### config.mk
export PLATFORM = sky130hd
export DESIGN_NAME = mport_serial_rom_board_ctl
export DESIGN_NICKNAME = d
export VERILOG_FILES = /design/src/verilog/mpsrc_pkg.sv /design/src/verilog/mpsrc_regbus_if.sv /design/src/verilog/mpsrc_sync.sv /design/src/verilog/mpsrc_axil.sv /design/src/verilog/mport_serial_rom_board_ctl.sv
export VERILOG_INCLUDE_DIRS = /design/src /design/src/verilog
export SDC_FILE = /design/constraint.sdc
export NUM_CORES = 1
export LEC_CHECK = 0
export ABC_CLOCK_PERIOD_IN_PS = 3200
export BUFFER_PORTS_ARGS = -buffer_cell sky130_fd_sc_hd__buf_2
export CAP_MARGIN = 15
export CORE_UTILIZATION = 25
export DETAILED_ROUTE_END_ITERATION = 7
export GPL_ROUTABILITY_DRIVEN = 0
export SYNTH_ARGS = -nofsm -noshare
export SYNTH_HDL_FRONTEND = slang
export SYNTH_SLANG_ARGS = --single-unit
### constraint.sdc
create_clock -name sys_clk -period 3.2 [get_ports sys_clk]
set_input_delay 0.64 -clock sys_clk [delete_from_list [all_inputs] [get_ports sys_clk]]
set_output_delay 0.64 -clock sys_clk [all_outputs]
set_load 0.01 [all_outputs]
### src/verilog/mpsrc_params.svh
`ifndef MPSRC_PARAMS_SVH
`define MPSRC_PARAMS_SVH

// Register indices; byte address is four times the index
`define MPSRC_IDX_BOARD 8'h1d
`define MPSRC_IDX_ROM 8'h1e
`define MPSRC_IDX_NONE 8'hff

// serial_rom_control bit positions
`define MPSRC_ROM_ACK 7
`define MPSRC_ROM_REQ 6
`define MPSRC_ROM_SEL 5
`define MPSRC_ROM_RDY 4
`define MPSRC_ROM_CS 3
`define MPSRC_ROM_CK 2
`define MPSRC_ROM_DO 1
`define MPSRC_ROM_DI 0

// board_logic_control bit positions
`define MPSRC_BRD_DAT_HI 7
`define MPSRC_BRD_DAT_LO 5
`define MPSRC_BRD_STB 4
`define MPSRC_BRD_CS 3
`define MPSRC_BRD_DIR 2

// Reset values
`define MPSRC_BOARD_RST 8'h00
`define MPSRC_ROM_RST 8'h00
`define MPSRC_SYNC_RST 9'h1ff

// Ready timer
`define MPSRC_CLK_NS 10
`define MPSRC_READY_NS 800
`define MPSRC_READY_CYC \
  ((`MPSRC_READY_NS + `MPSRC_CLK_NS - 1) / `MPSRC_CLK_NS)

`endif

### src/verilog/mpsrc_pkg.sv
package mpsrc_pkg;
  // Port arbitration states
  typedef enum logic [1:0]
  {
    MPSRC_IDLE = 2'b00,
    MPSRC_REQ = 2'b01,
    MPSRC_GRANT = 2'b10
  } mpsrc_arb_t;

  // AXI response codes
  typedef enum logic [1:0]
  {
    MPSRC_OKAY = 2'b00,
    MPSRC_SLVERR = 2'b10
  } mpsrc_resp_t;
endpackage

### src/verilog/mpsrc_regbus_if.sv
interface mpsrc_regbus_if;
  logic wrEn;
  logic [7:0] wrIdx;
  logic [7:0] wrData;
  logic wrByte;
  logic wrHit;
  logic rdEn;
  logic [7:0] rdIdx;
  logic [7:0] rdData;
  logic rdHit;

  modport slave
  (
    output wrEn, wrIdx, wrData, wrByte, rdEn, rdIdx,
    input wrHit, rdData, rdHit
  );
  modport core
  (
    input wrEn, wrIdx, wrData, wrByte, rdEn, rdIdx,
    output wrHit, rdData, rdHit
  );
endinterface

### src/verilog/mpsrc_sync.sv
module mpsrc_sync
#(
  parameter int W = 9
)
(
  // Clock and reset
  input wire logic sys_clk,
  input wire logic reset,
  // Levels
  input wire logic [W-1:0] asyncIn,
  output logic [W-1:0] syncOut
);
  logic [W-1:0] stage1_r;

  // Two flops per bit; the first is read only by the second
  genvar i;
  generate
    for (i = 0; i < W; i++)
    begin : g_bit
      always_ff @(posedge sys_clk)
      begin
        if (reset)
        begin
          stage1_r[i] <= 1'b1;
          syncOut[i] <= 1'b1;
        end
        else
        begin
          stage1_r[i] <= asyncIn[i];
          syncOut[i] <= stage1_r[i];
        end
      end
    end
  endgenerate
endmodule

### src/verilog/mpsrc_axil.sv
`include "mpsrc_params.svh"

module mpsrc_axil
  import mpsrc_pkg::*;
(
  // Clock and reset
  input wire logic sys_clk,
  input wire logic reset,
  // Write address and data
  input wire logic [11:0] awaddr,
  input wire logic awvalid,
  output logic awready,
  input wire logic [31:0] wdata,
  input wire logic [3:0] wstrb,
  input wire logic wvalid,
  output logic wready,
  // Write response
  output mpsrc_pkg::mpsrc_resp_t bresp,
  output logic bvalid,
  input wire logic bready,
  // Read
  input wire logic [11:0] araddr,
  input wire logic arvalid,
  output logic arready,
  output logic [31:0] rdata,
  output mpsrc_pkg::mpsrc_resp_t rresp,
  output logic rvalid,
  input wire logic rready,
  // Register side
  mpsrc_regbus_if.slave bus
);
  logic [7:0] wrIdx_r;
  logic [7:0] rdIdx_r;
  logic [7:0] wData_r;
  logic wByte_r;
  logic awTaken;
  logic wTaken;
  logic arTaken;
  logic [7:0] awIdx;
  logic [7:0] arIdx;

  // Addresses beyond the low window map to an unused index
  assign awIdx = (awaddr[11:10] == 2'b00) ? awaddr[9:2] : `MPSRC_IDX_NONE;
  assign arIdx = (araddr[11:10] == 2'b00) ? araddr[9:2] : `MPSRC_IDX_NONE;
  assign awTaken = awvalid && awready;
  assign wTaken = wvalid && wready;
  assign arTaken = arvalid && arready;
  assign bus.wrIdx = wrIdx_r;
  assign bus.wrData = wData_r;
  assign bus.wrByte = wByte_r;
  assign bus.rdIdx = rdIdx_r;
  // Write fires once both halves are held and no response pends
  assign bus.wrEn = !awready && !wready && !bvalid;
  assign bus.rdEn = !arready && !rvalid;

  // Write channels, taken in either order
  always_ff @(posedge sys_clk)
  begin
    if (reset)
    begin
      awready <= 1'b1;
      wready <= 1'b1;
      bvalid <= 1'b0;
      bresp <= MPSRC_OKAY;
      wrIdx_r <= 8'h00;
      wData_r <= 8'h00;
      wByte_r <= 1'b0;
    end
    else
    begin
      if (awTaken)
      begin
        awready <= 1'b0;
        wrIdx_r <= awIdx;
      end
      if (wTaken)
      begin
        wready <= 1'b0;
        wData_r <= wdata[7:0];
        wByte_r <= wstrb[0];
      end
      if (bus.wrEn)
      begin
        bvalid <= 1'b1;
        bresp <= bus.wrHit ? MPSRC_OKAY : MPSRC_SLVERR;
      end
      else if (bvalid && bready)
      begin
        bvalid <= 1'b0;
        awready <= 1'b1;
        wready <= 1'b1;
      end
    end
  end

  // Read channel; data sits in the low byte
  always_ff @(posedge sys_clk)
  begin
    if (reset)
    begin
      arready <= 1'b1;
      rvalid <= 1'b0;
      rdata <= 32'h0000_0000;
      rresp <= MPSRC_OKAY;
      rdIdx_r <= 8'h00;
    end
    else if (arTaken)
    begin
      arready <= 1'b0;
      rdIdx_r <= arIdx;
    end
    else if (bus.rdEn)
    begin
      rvalid <= 1'b1;
      rdata <= {24'h00_0000, bus.rdData};
      rresp <= bus.rdHit ? MPSRC_OKAY : MPSRC_SLVERR;
    end
    else if (rvalid && rready)
    begin
      rvalid <= 1'b0;
      arready <= 1'b1;
    end
  end
endmodule

### src/verilog/mport_serial_rom_board_ctl.sv
`include "mpsrc_params.svh"

module mport_serial_rom_board_ctl
(
  // Clock and reset
  input wire logic sys_clk,
  input wire logic reset,
  // AXI4-Lite write address and data
  input wire logic [11:0] awaddr,
  input wire logic awvalid,
  output logic awready,
  input wire logic [31:0] wdata,
  input wire logic [3:0] wstrb,
  input wire logic wvalid,
  output logic wready,
  // AXI4-Lite write response
  output mpsrc_pkg::mpsrc_resp_t bresp,
  output logic bvalid,
  input wire logic bready,
  // AXI4-Lite read
  input wire logic [11:0] araddr,
  input wire logic arvalid,
  output logic arready,
  output logic [31:0] rdata,
  output mpsrc_pkg::mpsrc_resp_t rresp,
  output logic rvalid,
  input wire logic rready,
  // Other memory-port users, same clock
  input wire logic sramRomBusy,
  // External arbitration pins, active low
  input wire logic extGrantAckN,
  output logic extGrantRequestN,
  // Memory-port lines
  input wire logic [7:0] mportIn,
  output logic [7:0] mportOut,
  output logic [7:0] mportOe,
  output logic mportParityOut,
  output logic mportParityOe,
  // Serial ROM chip select
  output logic romSelectOut,
  output logic romSelectOe
);
  import mpsrc_pkg::*;

  localparam logic [6:0] READY_CYC = 7'(`MPSRC_READY_CYC);

  mpsrc_regbus_if bus();

  mpsrc_arb_t state_r;
  mpsrc_arb_t state_nxt;
  logic reqSel_r;
  logic romCs_r;
  logic romCk_r;
  logic romDo_r;
  logic [2:0] brdData_r;
  logic board_strobe_r;
  logic board_select_r;
  logic brdDir_r;
  logic [6:0] readyCnt_r;
  logic [6:0] readyCnt_nxt;
  logic [8:0] syncVal;
  logic ackSync;
  logic [7:0] mportSync;
  logic granted;
  logic portReady;
  logic romWrite;
  logic boardWrite;
  logic [7:0] romRead;
  logic [7:0] boardRead;
  logic [2:0] brdDataRead;
  logic [7:0] mportOut_nxt;
  logic [7:0] mportOe_nxt;

  // Register bus slave
  mpsrc_axil u_axil
  (
    .sys_clk(sys_clk),
    .reset(reset),
    .awaddr(awaddr),
    .awvalid(awvalid),
    .awready(awready),
    .wdata(wdata),
    .wstrb(wstrb),
    .wvalid(wvalid),
    .wready(wready),
    .bresp(bresp),
    .bvalid(bvalid),
    .bready(bready),
    .araddr(araddr),
    .arvalid(arvalid),
    .arready(arready),
    .rdata(rdata),
    .rresp(rresp),
    .rvalid(rvalid),
    .rready(rready),
    .bus(bus)
  );

  // Acknowledge and port lines come from outside the clock domain
  mpsrc_sync #(.W(9)) u_sync
  (
    .sys_clk(sys_clk),
    .reset(reset),
    .asyncIn({extGrantAckN, mportIn}),
    .syncOut(syncVal)
  );

  assign ackSync = syncVal[8];
  assign mportSync = syncVal[7:0];

  // Address decode
  assign romWrite = bus.wrEn && (bus.wrIdx == `MPSRC_IDX_ROM);
  assign boardWrite = bus.wrEn && bus.wrByte
    && (bus.wrIdx == `MPSRC_IDX_BOARD);
  assign bus.wrHit = (bus.wrIdx == `MPSRC_IDX_ROM)
    || (bus.wrIdx == `MPSRC_IDX_BOARD);
  assign bus.rdHit = (bus.rdIdx == `MPSRC_IDX_ROM)
    || (bus.rdIdx == `MPSRC_IDX_BOARD);

  // Arbitration; ownership held until software drops the request
  always_comb
  begin
    state_nxt = state_r;
    case (state_r)
      MPSRC_IDLE:
        if (reqSel_r && !sramRomBusy)
          state_nxt = MPSRC_REQ;
      MPSRC_REQ:
        if (!reqSel_r)
          state_nxt = MPSRC_IDLE;
        else if (!ackSync)
          state_nxt = MPSRC_GRANT;
      MPSRC_GRANT:
        if (!reqSel_r)
          state_nxt = MPSRC_IDLE;
      default:
        state_nxt = MPSRC_IDLE;
    endcase
  end

  assign granted = (state_r == MPSRC_GRANT) && reqSel_r;

  // Timer restarts on every serial ROM control write, even ones that change nothing
  assign readyCnt_nxt = romWrite ? READY_CYC
    : (readyCnt_r != 7'h00) ? readyCnt_r - 7'h01 : readyCnt_r;
  // While requested, ready also waits for the grant
  assign portReady = (readyCnt_r == 7'h00)
    && (!reqSel_r || (state_r == MPSRC_GRANT));

  // Pin values; active-low board lines invert the register bits
  assign mportOut_nxt = {brdData_r, ~board_strobe_r, ~board_select_r,
    romCk_r && reqSel_r, romDo_r && reqSel_r, 1'b0};
  assign mportOe_nxt = granted ? {{3{~brdDir_r}}, 5'b1_1110}
    : 8'h00;

  // Read-back; data bits show pins only when reading the board
  assign brdDataRead = (granted && brdDir_r) ? mportSync[7:5]
    : brdData_r;
  assign romRead = {ackSync, extGrantRequestN, reqSel_r, portReady,
    romCs_r, romCk_r, romDo_r, reqSel_r && mportSync[0]};
  assign boardRead = {brdDataRead, board_strobe_r, board_select_r, brdDir_r,
    2'b00};
  assign bus.rdData = (bus.rdIdx == `MPSRC_IDX_ROM) ? romRead
    : (bus.rdIdx == `MPSRC_IDX_BOARD) ? boardRead : 8'h00;

  // Arbitration state and timer
  always_ff @(posedge sys_clk)
  begin
    if (reset)
    begin
      state_r <= MPSRC_IDLE;
      readyCnt_r <= 7'h00;
      extGrantRequestN <= 1'b1;
    end
    else
    begin
      state_r <= state_nxt;
      readyCnt_r <= readyCnt_nxt;
      extGrantRequestN <= (state_nxt == MPSRC_IDLE);
    end
  end

  // Serial ROM control bits; read-only bits are not stored
  always_ff @(posedge sys_clk)
  begin
    if (reset)
    begin
      {reqSel_r, romCs_r, romCk_r, romDo_r} <= 4'h0;
    end
    else if (romWrite && bus.wrByte)
    begin
      reqSel_r <= bus.wrData[`MPSRC_ROM_SEL];
      romCs_r <= bus.wrData[`MPSRC_ROM_CS];
      romCk_r <= bus.wrData[`MPSRC_ROM_CK];
      romDo_r <= bus.wrData[`MPSRC_ROM_DO];
    end
  end

  // Board control bits; bits 1..0 have no storage
  always_ff @(posedge sys_clk)
  begin
    if (reset)
    begin
      {brdData_r, board_strobe_r, board_select_r, brdDir_r} <= 6'h00;
    end
    else if (boardWrite)
    begin
      brdData_r <= bus.wrData[`MPSRC_BRD_DAT_HI:`MPSRC_BRD_DAT_LO];
      board_strobe_r <= bus.wrData[`MPSRC_BRD_STB];
      board_select_r <= bus.wrData[`MPSRC_BRD_CS];
      brdDir_r <= bus.wrData[`MPSRC_BRD_DIR];
    end
  end

  // Pin drivers; one cycle behind the registers
  always_ff @(posedge sys_clk)
  begin
    if (reset)
    begin
      mportOut <= 8'h00;
      mportOe <= 8'h00;
      mportParityOut <= 1'b0;
      mportParityOe <= 1'b0;
      romSelectOut <= 1'b0;
      romSelectOe <= 1'b0;
    end
    else
    begin
      mportOut <= mportOut_nxt;
      mportOe <= mportOe_nxt;
      mportParityOut <= brdDir_r;
      mportParityOe <= granted;
      romSelectOut <= romCs_r && granted;
      romSelectOe <= granted;
    end
  end
endmodule

==> impl_metrics.ini, run 1 <==
[cells_and_area]
fill_cells = 1305
finalInstanceArea_sq_um = 3810
layout_common_cells = 80 x dfxtp_1, 74 x buf_2, 45 x nor2_1
synthToLayoutAreaGrowth_pct = 21.7
layoutNonFillerInstCount = 579
drive_gt1_share_pct = 27.0
final_common_cell = dfxtp_1
nets = 484
antenna_cells = 0

[clock_tree]
cts_buffer_depth = 2
cts_tree = yes
clock_latency_ps = 320
cts_root_buf = clkbuf_16
cts_resized = 0
postCtsSetupBuffers = 0
cts_sinks = 80
cts_buffers = 9
h-tree-depth = 3
path_clk_slew_ps = 60
ctsHoldBuffers = 0

[detailed_routing]
wl_met1_um = 3020
via_per_inst = 4.16
dr.pass1.iters = 4
drc_errors = 0
wl_met2_um = 3220
ant_nets = 0
route.met3.wl_um = 342
routed-via-count = 2407
routed_wl_um = 6640
highest_layer = met4
wl_per_cell_um = 11.5
drt_iter0_drc = 90

[power_and_ir_drop]
switchingPower_uw = 654
ir_drop_mv = 0.255
leakagePower_nw = 1.60
sw_frac_of_total_pct = 26.2
seq_power_share_pct = 45.5
clock_power_share_pct = 40.2
combPwrFrac_pct = 14.3
power.density_nw_per_um2 = 655
internal-power_mw = 1.84

[timing]
setup_slack_ps = 1250
worst_pin_slew_ps = 861
period_share_pct = 60.9
finClkSkew_ps = 5.17
relSlewSlack_pct = 42.1
setup_viol = 0
hold_violations = 0
fin_crit_ps = 1950
slew_violations = 0
fin_tns_setup_ps = 0
max_freq_ghz = 0.513
rsz0062_at_grt = no

[die]
dieArea_sq_um = 13000
coreArea_sq_um = 12100
ios = 139
fp.dieH_um = 114
placementRows = 40
fp.dieW_um = 114
start_util_pct = 25.8

[worst_setup_path]
cp.arrival_ps = 2150
cp_max_fo = 5
r2r-start = readyCnt_r[0]
rr_worst_depth = 6
critPathRequiredTime_ps = 3400
crit_type = flop to flop
critPathLaunchType = flop
crit_end = readyCnt_r[1]
crit_path_end_kind = flop
worst_r2r_endpoint = readyCnt_r[1]
startpoint = readyCnt_r[0]
worst-r2r-setup-slack_ps = 1250

[synth]
yosysSeqAreaShare_pct = 51.2
ys_ff_latch = 80
synth.top_cell.area_share_pct = 51.2
synth_area_leaders = dfxtp_1 51%, buf_4 8.4%, nor2_1 5.4%
syn_area_per_cell_sq_um = 9.17
synthesis.area_sq_um = 3130
ys_types = 38
ys_warn_count = 0
synth_top_cell_by_area = dfxtp_1
synth_cells = 341

[global_route]
grt_max_degree = 42
grt_antenna_before_repair = 0
grt-ovfl-total = 0
grt_usage_pct = 10.7
grt_pass1_wl_um = 10800
grt_pass1_vias = 2310

[placement]
placed_area_sq_um = 3510
place_ws_ps = 1240
portBuffers = 74
dp.cells = 563
hpwl_um = 4910

[flow_run]
cap_violations = 0

[status]
status = complete, no violations

[hold_path]
hold_class = flop to flop
worstHoldStart = u_sync.stage1_r[7]
## synthesized netlist by cell type
master      n
dfxtp_1    80
nor2_1     45
buf_4      35
nand2_1    24
a21oi_1    23
o22ai_1    16
clkbuf_1   13
nand3_1    13
or2_2      11
nor3_1      8
inv_1       7
mux2i_1     6
nand2b_1    6
nor2b_1     6
and2_1      5
a211oi_1    4
a221oi_1    4
o21ai_0     4
xnor2_1     4
mux2_2      3
or3_1       3
nand3b_1    2
nand4b_1    2
nor4_1      2
nor4_4      2
a2111oi_0   1
a32oi_1     1
buf_1       1
conb_1      1
ha_1        1
nand4_1     1
nor3_2      1
nor4_2      1
o21bai_1    1
or4_1       1
or4b_1      1
or4b_4      1
xor2_1      1
## worst min-delay path by stage
stage,cells after the start,endpoint,slack (ps)
6_report,1,u_sync.syncOut[7],410
4_1_cts,1,u_sync.syncOut[7],410
2_1_floorplan,1,u_sync.syncOut[0],390
3_5_place_dp,1,u_sync.syncOut[7],390
5_1_grt,1,u_sync.syncOut[5],420
3_3_place_gp,1,u_sync.syncOut[0],400
## cell families (layout without fill, tap and decap cells)
kind of cell             Yosys count  in the layout  share of synthesized area [%]
AO/OA/AOI/OAI                     54             54                           10.4
XOR/XNOR                           5              5                           1.40
adder cells (fa/ha/maj)            1              1                          0.400
buffers and inverters             56             99                           10.9
flip-flops                        80             80                           51.2
multiplexers                       9              9                           3.00
other                              1             28                          0.120
AND/OR/NAND/NOR                  135            135                           22.6
## final cells by class
cell class / count / area, sq um / area share, %
Clock buffer: 9 / 225 / 5.92
Clock inverter: 7 / 71.3 / 1.87
Inverter: 7 / 26.3 / 0.690
Multi-Input combinational cell: 232 / 1290 / 33.8
Sequential cell: 80 / 1600 / 42.1
Tap cell: 168 / 210 / 5.52
Timing Repair Buffer: 76 / 385 / 10.1
## worst max-delay path, stage by stage (launching register included)
cell and delay, ps:
dfxtp_1 310, inv_1 80, ha_1 200, or4b_1 500, nor3_2 330, nor2b_1 90, a2111oi_0 320
## registers in the layout, summed over array words and instances (netlist names), 2 cells and up
name	count
brdData_r	3
u_sync.stage1_r	5
readyCnt_r	7
u_axil.bus.wrIdx	8
mportOe	2
u_axil.rdata	8
u_axil.bus.wrData	7
state_r	2
u_axil.bus.rdIdx	8
mportOut	7
u_sync.syncOut	5
## layer usage
| metal | vias up | track usage (%) |
|---|---|---|
| li1 | 1232 | - |
| met1 | 1106 | 12.5 |
| met2 | 64 | 18.5 |
| met3 | 5 | 3.35 |
| met4 | 0 | 3.38 |
| met5 | - | 0 |
## power by group through the flow
stage	Combinational [mW]	Clock [mW]	Sequential, mW
2_1_floorplan	0.294	0	1.15
3_3_place_gp	0.343	0	1.15
3_5_place_dp	0.360	0	1.16
4_1_cts	0.361	1.03	1.14
5_1_grt	0.411	1.07	1.15
6_report	0.356	1.00	1.13
## metrics by stage
| stage | power, mW | hold WS, ps | utilization (%) |
|---|---|---|---|
| after floorplan | 1.44 | 389 | - |
| after detailed placement | 1.52 | 392 | 29.0 |
| final | 2.49 | 407 | 31.4 |
| after global placement | 1.50 | 400 | 29.0 |
| after global routing | 2.62 | 422 | 31.4 |
| after CTS | 2.53 | 407 | 31.4 |
(Power assumes the default switching activity.)
==> run 2, diff against run 1 <==
ABC_AREA = 1   (was not set)
ABC_CLOCK_PERIOD_IN_PS = 1600   (was 3200)
clock period = 1.6 ns   (was 3.2 ns; I/O delays follow)
==> impl_metrics.ini, run 2 <==
[status]
status = complete, no violations

[clock_tree]
cts_buffers = 9
postCtsSetupBuffers = 0
path_clk_slew_ps = 60
cts_root_buf = clkbuf_16
clock_latency_ps = 330
cts_buffer_depth = 2
cts_sinks = 80
cts_tree = yes
cts_resized = 0
h-tree-depth = 3
ctsHoldBuffers = 0

[power_and_ir_drop]
leakagePower_nw = 1.96
combPwrFrac_pct = 14.9
ir_drop_mv = 0.461
sw_frac_of_total_pct = 26.1
clock_power_share_pct = 42.1
seq_power_share_pct = 43.0
power.density_nw_per_um2 = 1230
switchingPower_mw = 1.36
internal-power_mw = 3.86

[synth]
synthesis.area_sq_um = 3530
yosysMostFrequentCell = dfxtp_1
synth_edf_count = 0
yosysSeqAreaShare_pct = 45.4
ys_types = 34
synth_cells = 446
synth_area_leaders = dfxtp_1 45%, buf_4 8.1%, nor2_1 5.5%
dominantRegCellSynth = dfxtp_1
synth_top_cell_by_area = dfxtp_1
synth_commonest_cells = 80 x dfxtp_1, 52 x nor2_1, 49 x inv_1, 49 x nand2_1, 38 x buf_4
syn_area_per_cell_sq_um = 7.91
synthArstFlopShare_pct = 0
ys_ff_latch = 80
ys_warn_count = 0
synth.top_cell.area_share_pct = 45.4

[worst_setup_path]
crit_path_end_kind = primary output
cp.arrival_ps = 1070
slowest_delay_ps = 540
worst-r2r-setup-slack_ps = 270
critPathRequiredTime_ps = 1280
crit_chain = buf_2
critPathTopFamily = flip-flops
rr_worst_depth = 7
crit_type = flop to primary output
worst-path-buf-inv = 1
r2r-start = readyCnt_r[0]
critPathLaunchType = flop
worst_r2r_endpoint = readyCnt_r[2]
cp_max_fo = 8
crit_path_top_delay_cell = dfxtp_1

[detailed_routing]
via_per_inst = 4.03
ant_nets = 0
routed-via-count = 2819
wl_per_cell_um = 10.7
drc_errors = 0
drt_iter0_drc = 129
dr.pass1.iters = 4
routed_wl_um = 7500

[placement]
place_ws_ps = 258
portBuffers = 74
hpwl_um = 5770

[global_route]
grt_usage_pct = 11.3
grt_pass1_vias = 2716
grt_antenna_before_repair = 0
grt_pass1_wl_um = 12700
grt-ovfl-total = 0
grt_max_degree = 26

[timing]
finClkSkew_ps = 3.99
setup_viol = 0
max_freq_ghz = 0.718
slew_violations = 0
fin_tns_setup_ps = 0
period_share_pct = 87.0
rsz0062_at_grt = no
hold_violations = 0
hold_ws_ps = 165
setup_slack_ps = 208
fin_crit_ps = 1390

[die]
coreArea_sq_um = 13800
fp.dieW_um = 121
fp.dieH_um = 121
ios = 139
placementRows = 43
dieArea_sq_um = 14600
start_util_pct = 25.5

[hold_path]
worstHoldStart = mportIn[6]
hold_end = u_sync.stage1_r[6]
min_delay_path_depth = 2
hold_class = primary input to flop

[cells_and_area]
antenna_cells = 0
drive_gt1_share_pct = 28.5
final_common_cell = dfxtp_1
fill_cells = 1485
synthToLayoutAreaGrowth_pct = 20.4
nets = 592
layout_common_cells = 80 x dfxtp_1, 74 x buf_2, 52 x nor2_1

[flow_run]
cap_violations = 0
-- run 2: changes by cell type after synthesis, sizes merged, moves of 6 or more --
cell / before / now
nand2b: 6 / 0
inv: 7 / 56
nand3: 13 / 23
nand2: 24 / 58
o22ai: 16 / 0
nor2: 45 / 64
mux2i: 6 / 0
nor3: 9 / 28
o21ai: 4 / 20
buf: 36 / 44
nor2b: 6 / 0
clkbuf: 13 / 7
nand4: 1 / 10
-- run 2: layout make-up --
class,instances,area [sq um],share of cell area [%]
repair buffers,81,423,9.96
inverters,58,218,5.13
clock inverters,5,80.1,1.89
flip-flops and latches,80,1600,37.7
multi-input cells,284,1460,34.3
well taps,180,225,5.30
clock buffers,11,243,5.72
-- run 2: worst max-delay path by stage --
| stage | depth (start not counted) | start | to | slack, ps |
|---|---|---|---|---|
| floorplan | 7 | readyCnt_r[0] | readyCnt_r[2] | 430 |
| global placement | 3 | u_axil.arready | u_axil.bus.rdIdx[1] | 260 |
| detailed placement | 7 | readyCnt_r[0] | readyCnt_r[2] | 260 |
| CTS | 1 | u_axil.arready | arready | 190 |
| global route | 3 | u_axil.arready | u_axil.bus.rdIdx[1] | 130 |
| finish | 1 | u_axil.arready | arready | 210 |
-- run 2: logic make-up after synthesis --
group | after synthesis | synth area share, %
xor+xnor | 3 | 0.745
fa+ha+maj | 1 | 0.355
simple gates | 196 | 27.6
flops | 80 | 45.4
compound gates | 56 | 9.65
other cells | 1 | 0.106
buf+inv | 109 | 16.2
-- run 2: metal layers --
metal  global-route usage, %  routed length (um)  vias to the layer above  share of wire (%)
met2                    18.2                3470                       71                 46
li1                        -                   -                     1492                  -
met1                    13.7                3480                     1245                 46
met3                    4.01                 424                       11                5.7
met4                    3.86                 125                        0                1.7
met5                       0                   0                        -                  0
-- run 2: stage by stage --
stage / instances / utilization, % / cell area [sq um] / power [mW]
finish: 699 / 30.7 / 4250 / 5.22
global route: 699 / 30.7 / 4250 / 5.50
CTS: 699 / 30.7 / 4250 / 5.28
detailed placement: 683 / 28.4 / 3920 / 3.07
global placement: 683 / 28.4 / 3920 / 3.06
floorplan: 473 / - / 3630 / 2.92
-- run 2: power groups by stage --
stage          logic (mW)  clock network (mW)  registers, mW
2_1_floorplan       0.635                   0           2.28
3_3_place_gp        0.776                   0           2.28
3_5_place_dp        0.788                   0           2.28
4_1_cts             0.792                2.25           2.24
5_1_grt             0.904                2.33           2.26
6_report            0.779                2.20           2.24
==> run 3, diff against run 2 <==
--- a/config.mk
+++ b/config.mk
@@ -14,4 +14,5 @@
 export DETAILED_ROUTE_END_ITERATION = 7
 export GPL_ROUTABILITY_DRIVEN = 0
+export PLACE_DENSITY_LB_ADDON = 0.1
 export SYNTH_ARGS = -nofsm -noshare
 export SYNTH_HDL_FRONTEND = slang
==> constraint.sdc (replaced) <==
create_clock -name sys_clk -period 1.6 [get_ports sys_clk]
set_input_delay 0.08 -clock sys_clk [delete_from_list [all_inputs] [get_ports sys_clk]]
set_output_delay 0.08 -clock sys_clk [all_outputs]
set_load 0.01 [all_outputs]
==> impl_metrics.ini, run 3 (same netlist as run 2, synthesis figures left out) <==
[detailed_routing]
drt_iter0_drc = 114
via_per_inst = 4.06
dr.pass1.iters = 4
wl_per_cell_um = 11.5
routed-via-count = 2873
drc_errors = 0
ant_nets = 0
routed_wl_um = 8160

[die]
fp.dieW_um = 121
fp.dieH_um = 121
start_util_pct = 25.5
dieArea_sq_um = 14600
ios = 139
placementRows = 43
coreArea_sq_um = 13800

[power_and_ir_drop]
ir_drop_mv = 0.446
combPwrFrac_pct = 15.7
power.density_nw_per_um2 = 1180
sw_frac_of_total_pct = 26.9
switchingPower_mw = 1.37
leakagePower_nw = 2.00
total_power_mw = 5.10
clock_power_share_pct = 40.3
internal-power_mw = 3.72
seq_power_share_pct = 44.0

[worst_setup_path]
crit_chain = nand2_2, nor3_1, a211oi_2
crit_type = flop to flop
worst-r2r-setup-slack_ps = 280
worst-path-buf-inv = 0
slowest_delay_ps = 520
critPathLaunchType = flop
crit_path_end_kind = flop
critPathRequiredTime_ps = 1810
crit_path_top_delay_cell = dfxtp_1
worst_r2r_endpoint = u_axil.bus.rdIdx[1]
r2r-start = u_axil.arready
cp_max_fo = 14
critPathTopFamily = simple AND/OR/NAND/NOR gates
cp.arrival_ps = 1540
rr_worst_depth = 3

[global_route]
grt_max_degree = 34
grt_pass1_vias = 2721
grt_pass1_wl_um = 13400
grt-ovfl-total = 0
grt_antenna_before_repair = 0
grt_usage_pct = 12.2

[cells_and_area]
layout_common_cells = 80 x dfxtp_1, 74 x buf_2, 52 x nor2_1
synthToLayoutAreaGrowth_pct = 22.5
nets = 600
layoutNonFillerInstCount = 707
antenna_cells = 0
seq_area_sq_um = 1600
multi_input_area_sq_um = 1460
drive_gt1_share_pct = 28.1
final_common_cell = dfxtp_1
fill_cells = 1519

[hold_path]
worstHoldStart = wdata[4]
hold_end = u_axil.bus.wrData[4]
min_delay_path_depth = 3
hold_class = primary input to flop

[clock_tree]
postCtsSetupBuffers = 0
cts_sinks = 80
cts_buffers = 9
path_clk_slew_ps = 60
cts_tree = yes
h-tree-depth = 3
cts_buffer_depth = 2
cts_resized = 0
ctsHoldBuffers = 9
cts_root_buf = clkbuf_16
clock_latency_ps = 340

[timing]
finClkSkew_ps = 4.65
setup_slack_ps = 277
period_share_pct = 82.7
max_freq_ghz = 0.756
fin_tns_setup_ps = 0
fin_crit_ps = 1320
hold_ws_ps = 5.92
slew_violations = 0
hold_violations = 0
setup_viol = 0
rsz0062_at_grt = no

[status]
status = complete, no violations

[placement]
hpwl_um = 6030
place_ws_ps = 251
portBuffers = 74
dp.cells = 682

[flow_run]
cap_violations = 0
==> run 3: cell types whose count changed in the layout (fill, tap and decap cells not counted), sizes merged <==
cell	delta
buf	-1
clkbuf	+3
clkinv	+1
bufinv	-2
dlygate4sd3	+9
clkinvlp	-2
==> run 3: layout make-up <==
| type | count | share of cell area, % |
|---|---|---|
| tap | 180 | 5.21 |
| inverter | 58 | 5.04 |
| sequential | 80 | 37.0 |
| clock buffer | 14 | 6.80 |
| timing repair buffer | 89 | 12.0 |
| multi-input combinational | 284 | 33.7 |
| clock inverter | 2 | 0.232 |
==> run 3: layer usage <==
layer	vias up	track usage (%)	share of wire [%]	routed length, um
li1	1510	-	-	-
met1	1286	15.0	47	3860
met2	65	19.3	45	3700
met3	12	3.82	5.3	430
met4	0	6.02	2.1	173
met5	-	0	0	0
==> run 3: tightest hold or removal path: cells and delay by family <==
family                 cells  cell delay [ps]
AOI/OAI and AO/OA          1               70
buffers and inverters      1               70
and+or+nand+nor            1               80
==> run 3: how the worst max path moves through the flow <==
stage	cells past startpoint	to	from
2_1_floorplan	7	readyCnt_r[2]	readyCnt_r[0]
3_3_place_gp	5	brdDir_r	u_axil.bus.wrIdx[0]
3_5_place_dp	3	u_axil.bus.rdIdx[5]	u_axil.arready
4_1_cts	3	u_axil.bus.rdIdx[5]	u_axil.arready
5_1_grt	5	brdData_r[2]	u_axil.bus.wrIdx[0]
6_report	3	u_axil.bus.rdIdx[1]	u_axil.arready
==> run 3: metrics by stage <==
stage	cell area, sq um	util, %
global placement	3930	28.4
finish	4320	31.3
global route	4320	31.3
CTS	4320	31.3
floorplan	3630	-
detailed placement	3930	28.4
==> run 3: power groups by stage <==
stage	clock network, mW	registers [mW]	logic (mW)
4_1_cts	2.15	2.24	0.814
3_3_place_gp	0	2.29	0.789
5_1_grt	2.22	2.26	0.923
3_5_place_dp	0	2.29	0.794
6_report	2.06	2.24	0.799
2_1_floorplan	0	2.28	0.635
